`src/design/sawr_defines.vh`:
```
// register offsets, field positions and constants of the address/protection/reset bank
// Notes on behaviour
// - the node address is sixteen bits, zero after reset, written only by the network side, read-only to the host, and used to match configured-address commands.
// - the alias address is sixteen bits, zero after reset, written only by the host or the first nonvolatile memory load, read-only to the network side,
//   and used for matching only while alias enable is set.
// - with alias enable at one the alias matches every configured-address command type, with it at zero the alias is ignored.
// - the alias value from nonvolatile memory is taken only on the first configuration load after power-on or reset.
// - with register protection on, the master writes the register-enable register earlier in the same frame, and until then protected writes are refused.
// - the register-enable bit clears at the next start of frame and whenever register protection is switched off.
// - register protection is on while its bit is one and covers offsets 0x0000 to 0x0F7F except 0x0020 and 0x0030.
// - with device protection on, the master writes the device-enable register earlier in the same frame, and until then every other write is refused.
// - the device-enable bit clears at the next start of frame and whenever device protection is switched off.
// - device protection at one protects every address except the device-enable register.
// - the bytes 0x52, 0x45 and 0x53 written in that order to the reset register in three consecutive frames raise a reset.
// - a frame that does not continue the sequence with the next expected byte sends the progress back to the initial state.
// - reading the reset register gives the progress in bits 1:0, 00 at first, 01 after the first byte, 10 after the second.
// - the third byte in progress 10 raises the reset at once, so 11 is never seen and the progress goes back to 00.
`ifndef SAWR_DEFINES_VH
`define SAWR_DEFINES_VH

`define SAWR_OFS_NODE_LO   16'h0010
`define SAWR_OFS_NODE_HI   16'h0011
`define SAWR_OFS_ALIAS_LO  16'h0012
`define SAWR_OFS_ALIAS_HI  16'h0013
`define SAWR_OFS_REG_WEN   16'h0020
`define SAWR_OFS_REG_WP    16'h0021
`define SAWR_OFS_DEV_WEN   16'h0030
`define SAWR_OFS_DEV_WP    16'h0031
`define SAWR_OFS_NET_RST   16'h0040
`define SAWR_REG_AREA_LAST 16'h0F7F

`define SAWR_RST_NODE      16'h0000
`define SAWR_RST_ALIAS     16'h0000
`define SAWR_RST_BYTE      8'h00
`define SAWR_BIT_ENABLE    0

`define SAWR_SEQ_BYTE1     8'h52
`define SAWR_SEQ_BYTE2     8'h45
`define SAWR_SEQ_BYTE3     8'h53

`define SAWR_PRG_IDLE      2'b00
`define SAWR_PRG_ONE       2'b01
`define SAWR_PRG_TWO       2'b10

`endif

```
`src/design/sawr_station_regs.v`:
```
// node/alias address, write protection and network reset sequence bank
`timescale 1ns/1ps
`default_nettype none
`include "sawr_defines.vh"

module sawr_station_regs #(
  parameter AW = 16
) (
  input  wire          clk_sys,
  input  wire          rstn,
  input  wire          sof,
  input  wire          alias_en,
  input  wire          net_wr,
  input  wire          net_rd,
  input  wire [AW-1:0] net_addr,
  input  wire [7:0]    net_wdata,
  output reg  [7:0]    net_rdata,
  output reg           net_wr_ok,
  output reg           net_wr_refused,
  input  wire          host_wr,
  input  wire          host_rd,
  input  wire [AW-1:0] host_addr,
  input  wire [7:0]    host_wdata,
  output reg  [7:0]    host_rdata,
  input  wire          nvm_load,
  input  wire [15:0]   nvm_alias,
  input  wire          cmd_valid,
  input  wire [15:0]   cmd_addr,
  output reg           cmd_match,
  output reg           reset_req,
  output reg           reg_protect_bit,
  output reg           device_protect_bit
);

  // ---------------------------------------------------------------------
  // state
  // ---------------------------------------------------------------------
  reg [15:0] node_addr_field_q;
  reg [15:0] node_addr_field_d;
  reg [15:0] alias_addr_field_q;
  reg [15:0] alias_addr_field_d;
  reg        reg_enable_q;
  reg        reg_enable_d;
  reg        reg_protect_q;
  reg        reg_protect_d;
  reg        device_enable_bit_q;
  reg        device_enable_bit_d;
  reg        dev_protect_q;
  reg        dev_protect_d;
  reg [1:0]  prog_q;
  reg [1:0]  prog_d;
  reg        prog_adv_q;
  reg        prog_adv_d;
  reg        nvm_done_q;
  reg        nvm_done_d;
  reg        reset_d;

  // ---------------------------------------------------------------------
  // functions
  // ---------------------------------------------------------------------
  // read value of any offset, shared by both sides
  function [7:0] rd_mux;
    input [AW-1:0] a;
    begin
      case (a)
        `SAWR_OFS_NODE_LO:  rd_mux = node_addr_field_q[7:0];
        `SAWR_OFS_NODE_HI:  rd_mux = node_addr_field_q[15:8];
        `SAWR_OFS_ALIAS_LO: rd_mux = alias_addr_field_q[7:0];
        `SAWR_OFS_ALIAS_HI: rd_mux = alias_addr_field_q[15:8];
        `SAWR_OFS_REG_WEN:  rd_mux = {7'h00, reg_enable_q};
        `SAWR_OFS_REG_WP:   rd_mux = {7'h00, reg_protect_q};
        `SAWR_OFS_DEV_WEN:  rd_mux = {7'h00, device_enable_bit_q};
        `SAWR_OFS_DEV_WP:   rd_mux = {7'h00, dev_protect_q};
        `SAWR_OFS_NET_RST:  rd_mux = {6'h00, prog_q};
        default:            rd_mux = `SAWR_RST_BYTE;
      endcase
    end
  endfunction

  // true when a network write to this offset must be refused
  function refused;
    input [AW-1:0] a;
    input          rp;
    input          ren;
    input          dp;
    input          den;
    reg            in_area;
    begin
      in_area = (a <= `SAWR_REG_AREA_LAST) && (a != `SAWR_OFS_REG_WEN) &&
                (a != `SAWR_OFS_DEV_WEN);
      refused = (dp && !den && (a != `SAWR_OFS_DEV_WEN)) ||
                (rp && !ren && in_area);
    end
  endfunction

  // ---------------------------------------------------------------------
  // write decode
  // ---------------------------------------------------------------------
  wire net_refuse = net_wr && refused(net_addr, reg_protect_q, reg_enable_q,
                                      dev_protect_q, device_enable_bit_q);
  wire net_take   = net_wr && !net_refuse;

  // ---------------------------------------------------------------------
  // next state
  // ---------------------------------------------------------------------
  always @* begin
    node_addr_field_d   = node_addr_field_q;
    alias_addr_field_d  = alias_addr_field_q;
    reg_enable_d        = reg_enable_q;
    reg_protect_d       = reg_protect_q;
    device_enable_bit_d = device_enable_bit_q;
    dev_protect_d       = dev_protect_q;
    prog_d              = prog_q;
    prog_adv_d          = prog_adv_q;
    nvm_done_d          = nvm_done_q;
    reset_d             = 1'b0;

    // frame boundary: enables drop, stalled sequence is abandoned
    if (sof) begin
      reg_enable_d        = 1'b0;
      device_enable_bit_d = 1'b0;
      prog_adv_d          = 1'b0;
      if (!prog_adv_q) begin
        prog_d = `SAWR_PRG_IDLE;
      end
    end

    // alias from nonvolatile memory, first load only
    if (nvm_load && !nvm_done_q) begin
      alias_addr_field_d = nvm_alias;
      nvm_done_d         = 1'b1;
    end

    // host writes: only the alias is host-writable
    if (host_wr) begin
      case (host_addr)
        `SAWR_OFS_ALIAS_LO: alias_addr_field_d[7:0]  = host_wdata;
        `SAWR_OFS_ALIAS_HI: alias_addr_field_d[15:8] = host_wdata;
        default: ;
      endcase
    end

    // network writes that passed protection
    if (net_take) begin
      case (net_addr)
        `SAWR_OFS_NODE_LO: node_addr_field_d[7:0]  = net_wdata;
        `SAWR_OFS_NODE_HI: node_addr_field_d[15:8] = net_wdata;
        `SAWR_OFS_REG_WEN: reg_enable_d = 1'b1;
        `SAWR_OFS_REG_WP:  reg_protect_d = net_wdata[`SAWR_BIT_ENABLE];
        `SAWR_OFS_DEV_WEN: device_enable_bit_d = 1'b1;
        `SAWR_OFS_DEV_WP:  dev_protect_d = net_wdata[`SAWR_BIT_ENABLE];
        `SAWR_OFS_NET_RST: begin
          prog_adv_d = 1'b1;
          if (prog_adv_q) begin
            prog_d = `SAWR_PRG_IDLE;
          end else begin
            case (prog_q)
              `SAWR_PRG_IDLE: begin
                if (net_wdata == `SAWR_SEQ_BYTE1) begin
                  prog_d = `SAWR_PRG_ONE;
                end else begin
                  prog_d = `SAWR_PRG_IDLE;
                end
              end
              `SAWR_PRG_ONE: begin
                if (net_wdata == `SAWR_SEQ_BYTE2) begin
                  prog_d = `SAWR_PRG_TWO;
                end else begin
                  prog_d = `SAWR_PRG_IDLE;
                end
              end
              `SAWR_PRG_TWO: begin
                prog_d = `SAWR_PRG_IDLE;
                if (net_wdata == `SAWR_SEQ_BYTE3) begin
                  reset_d = 1'b1;
                end
              end
              default: prog_d = `SAWR_PRG_IDLE;
            endcase
          end
        end
        default: ;
      endcase
    end

    // protection off drops its enable, overriding any set
    if (!reg_protect_d) begin
      reg_enable_d = 1'b0;
    end
    if (!dev_protect_d) begin
      device_enable_bit_d = 1'b0;
    end
  end

  // ---------------------------------------------------------------------
  // registers
  // ---------------------------------------------------------------------
  always @(posedge clk_sys or negedge rstn) begin
    if (!rstn) begin
      node_addr_field_q   <= `SAWR_RST_NODE;
      alias_addr_field_q  <= `SAWR_RST_ALIAS;
      reg_enable_q        <= 1'b0;
      reg_protect_q       <= 1'b0;
      device_enable_bit_q <= 1'b0;
      dev_protect_q       <= 1'b0;
      prog_q              <= `SAWR_PRG_IDLE;
      prog_adv_q          <= 1'b0;
      nvm_done_q          <= 1'b0;
      reset_req           <= 1'b0;
      net_rdata           <= `SAWR_RST_BYTE;
      host_rdata          <= `SAWR_RST_BYTE;
      net_wr_ok           <= 1'b0;
      net_wr_refused      <= 1'b0;
      cmd_match           <= 1'b0;
      reg_protect_bit     <= 1'b0;
      device_protect_bit  <= 1'b0;
    end else begin
      node_addr_field_q   <= node_addr_field_d;
      alias_addr_field_q  <= alias_addr_field_d;
      reg_enable_q        <= reg_enable_d;
      reg_protect_q       <= reg_protect_d;
      device_enable_bit_q <= device_enable_bit_d;
      dev_protect_q       <= dev_protect_d;
      prog_q              <= prog_d;
      prog_adv_q          <= prog_adv_d;
      nvm_done_q          <= nvm_done_d;
      reset_req           <= reset_d;
      net_rdata           <= net_rd ? rd_mux(net_addr) : `SAWR_RST_BYTE;
      host_rdata          <= host_rd ? rd_mux(host_addr) : `SAWR_RST_BYTE;
      net_wr_ok           <= net_take;
      net_wr_refused      <= net_refuse;
      cmd_match           <= cmd_valid &&
                             ((cmd_addr == node_addr_field_q) ||
                              (alias_en && (cmd_addr == alias_addr_field_q)));
      reg_protect_bit     <= reg_protect_d;
      device_protect_bit  <= dev_protect_d;
    end
  end

endmodule // sawr_station_regs

`default_nettype wire

```
`config.mk`:
```
export PLATFORM = sky130hd
export DESIGN_NAME = sawr_station_regs
export DESIGN_NICKNAME = d
export VERILOG_FILES = /design/src/design/sawr_station_regs.v
export VERILOG_INCLUDE_DIRS = /design/src /design/src/design
export SDC_FILE = /design/constraint.sdc
export NUM_CORES = 1
export LEC_CHECK = 0
export BUFFER_PORTS_ARGS = -buffer_cell sky130_fd_sc_hd__buf_2
export CORE_ASPECT_RATIO = 2
export CORE_MARGIN = 5
export CORE_UTILIZATION = 40
export CTS_BUF_LIST = sky130_fd_sc_hd__clkbuf_4 sky130_fd_sc_hd__clkbuf_8 sky130_fd_sc_hd__clkbuf_16
export CTS_CLUSTER_DIAMETER = 100
export CTS_CLUSTER_SIZE = 28
export DETAILED_ROUTE_END_ITERATION = 8
export PLACE_DENSITY = 0.73
export SETUP_SLACK_MARGIN = 0.02
export SYNTH_ARGS = -nofsm -noshare
export SYNTH_HDL_FRONTEND = slang
export SYNTH_SLANG_ARGS = --single-unit
```
`constraint.sdc`:
```
create_clock -name clk_sys -period 2.7 [get_ports clk_sys]
set_clock_uncertainty 0.2 [all_clocks]
set_input_delay 0.135 -clock clk_sys [delete_from_list [all_inputs] [get_ports clk_sys]]
set_output_delay 0.135 -clock clk_sys [all_outputs]
set_load 0.005 [all_outputs]
```
==> impl_metrics.json <==
{
  "ys_seq_elements": 60,
  "cap_violations": 0,
  "start_util": 0.406,
  "critical_path.max_stage_delay_ns": 0.59,
  "clock_latency_ns": 0.33,
  "ant_nets": 0,
  "dpl.hpwl_um": 9120,
  "antenna_cells": 0,
  "r2r_slack_ns": 0.28,
  "setup-violations-final": 0,
  "num_rows": 49,
  "dp_cells": 551,
  "post-place-ws_ns": 0.0900,
  "vias": 3457,
  "clkTransAtPathRegs_ns": 0.05,
  "rr_startpoint": "alias_addr_field_q[15]$_DFF_PN0_",
  "cts_tree": "done",
  "netlist_instances": 338,
  "grt-ovfl-total": 0,
  "p_leak_nw": 2.29,
  "fp.coreArea_sq_um": 8890,
  "hold_violations": 0,
  "power_mw": 2.56,
  "crit_required_ns": 2.76,
  "fin_ws_ns": 0.282,
  "syn_avg_cell_area_sq_um": 10.7,
  "grt_util_all_layers": 0.207,
  "final.fill_count": 749,
  "syn2layout_area_growth_pct": 40.2,
  "cts-htree-levels": 3,
  "start_kind": "register",
  "vias_per_cell": 5.69,
  "die_area_sq_um": 11100,
  "fin_nets": 591,
  "rsz0062_at_grt": "false",
  "crit_type": "reg -> reg",
  "grt_pass1_wl_um": 18000,
  "dr.first_iter.drc_count": 209,
  "slew_viol_final": 0,
  "cts_sinks": 60,
  "cts_root_buffer": "clkbuf_16",
  "slew_headroom": 0.468,
  "worst_pin_slew_ns": 0.798,
  "clockBufferDepth": 2,
  "yosys_warnings": 0,
  "ys_seq_area_frac": 0.416,
  "wire_per_inst_um": 19.0,
  "place_area_sq_um": 4320,
  "pin_count": 112,
  "power_density_nw_per_um2": 505,
  "layout.cells.non_filler": 608,
  "worstSetupStartpoint": "alias_addr_field_q[15]$_DFF_PN0_",
  "grt_max_degree": 37,
  "synth_edf_count": 0,
  "layout_common_cells": "buf_2, dfrtp_1, dlygate4sd3_1, nor2_1, nand2_1",
  "fp.dieH_um": 144,
  "multiInputGateArea_sq_um": 2020,
  "period_share": 0.895,
  "fin_setup_tns_ns": 0,
  "seqCellArea_sq_um": 1500,
  "min_path_type": "in -> reg",
  "synthFlopType": "dfrtp_1",
  "async_flop_share": 1.00,
  "grt_pass1_vias": 3606,
  "wl_um": 11600,
  "cts_buffers": 9,
  "cts_setup_buffers": 0,
  "fin_util": 0.569,
  "routabilityCongestion": 0.959,
  "final_common_cell": "buf_2",
  "io_buffers": 111,
  "cp_top_family": "simple AND/OR/NAND/NOR gates",
  "die_w_um": 77.1,
  "drive_gt1_frac": 0.372,
  "first_pass_iters": 7,
  "path_buf_inv": 1,
  "crit_fanout": 4,
  "synth_fp_nets": 428,
  "peakVddDrop_v": 0.000329,
  "holdWs_ns": 0.0475,
  "fmax_ghz": 0.414,
  "crit_chain": "xnor2_1, nand4_1, nor4_1, nand3_1, a21boi_0, dlygate4sd3_1",
  "min_from": "net_addr[6]",
  "ys_types": 48,
  "period_needed_ns": 2.42,
  "arrival_ns": 2.48,
  "drcViolationCount": 0,
  "syn_area_sq_um": 3610,
  "status": "completed",
  "slowest_stage": "dlygate4sd3_1",
  "design_area_sq_um": 5060,
  "grt_antenna_before_repair": 0,
  "endpoint_kind": "register"
}
flip-flops by register name, indices dropped and copies added (netlist names), 2 cells and up:
register and flops:
host_rdata 8, net_rdata 8, prog_q 2, node_addr_field_q 16, alias_addr_field_q 16
final timing paths:
check	to	depth (start not counted)
worst max-delay path	cmd_match$_DFF_PN0_	6
worst min-delay path	reg_protect_q$_DFF_PN0_	4
worst max register to register	cmd_match$_DFF_PN0_	6
worst min register to register	nvm_done_q$_DFFE_PN0P_	1
max in group asynchronous	prog_adv_q$_DFF_PN0_	3
min in group asynchronous	net_rdata[3]$_DFF_PN0_	2
metal layers:
metal | part of all wire | track usage | vias to the layer above
li1 | - | - | 1587
met1 | 0.33 | 0.194 | 1678
met2 | 0.56 | 0.384 | 137
met3 | 0.050 | 0.0511 | 55
met4 | 0.058 | 0.142 | 0
met5 | 0 | 0 | -
synthesized netlist by cell type, drive strengths merged, types with 4 or more instances:
master  instances  area (sq um)
and3            4          27.5
clkbuf          7          26.3
dfrtp          60          1500
nor4           13           124
a21oi          13          65.1
nor2           34           128
nand3           8          40.0
nand2          24          90.1
a222oi         12           120
xor2           16           140
mux2i          19           190
mux2           33           432
buf             5          37.5
nand2b          4          25.0
a22oi           5          37.5
nor2b           4          25.0
inv             7          26.3
nand4          10          62.6
o21ai          12          60.1
xnor2          16           140
power by group:
group	leakage [nW]	internal, mW	total [mW]	switching (mW)
clock	0.160	0.851	1.24	0.391
combinational	1.33	0.190	0.342	0.152
sequential	0.800	0.930	0.972	0.0421
total	2.29	1.97	2.56	0.585
area by class of cell:
cell class,count,share of cell area
Tap cell,102,0.0252
Inverter,7,0.00520
Timing Repair Buffer,164,0.209
Clock inverter,4,0.0144
Sequential cell,60,0.297
Clock buffer,12,0.0502
Multi-Input combinational cell,259,0.399
cell families after synthesis:
group           count (synthesis)  synth area share
simple gates                  118             0.184
flops                          60             0.416
compound gates                 56             0.118
mux                            53             0.179
xor+xnor                       32            0.0777
buf+inv                        19            0.0250
timing repair:
action,4_1_cts,5_1_grt
resized for setup,0,1
hold buffers,41,0
endpoints found under the setup margin,0,1
hold endpoints to repair,80,0
worst min-delay path: cells and delay by family:
family,cells,cell delay (ns)
buffers and inverters,1,0.12
AND/OR/NAND/NOR,3,0.28
(Power assumes the default switching activity.)
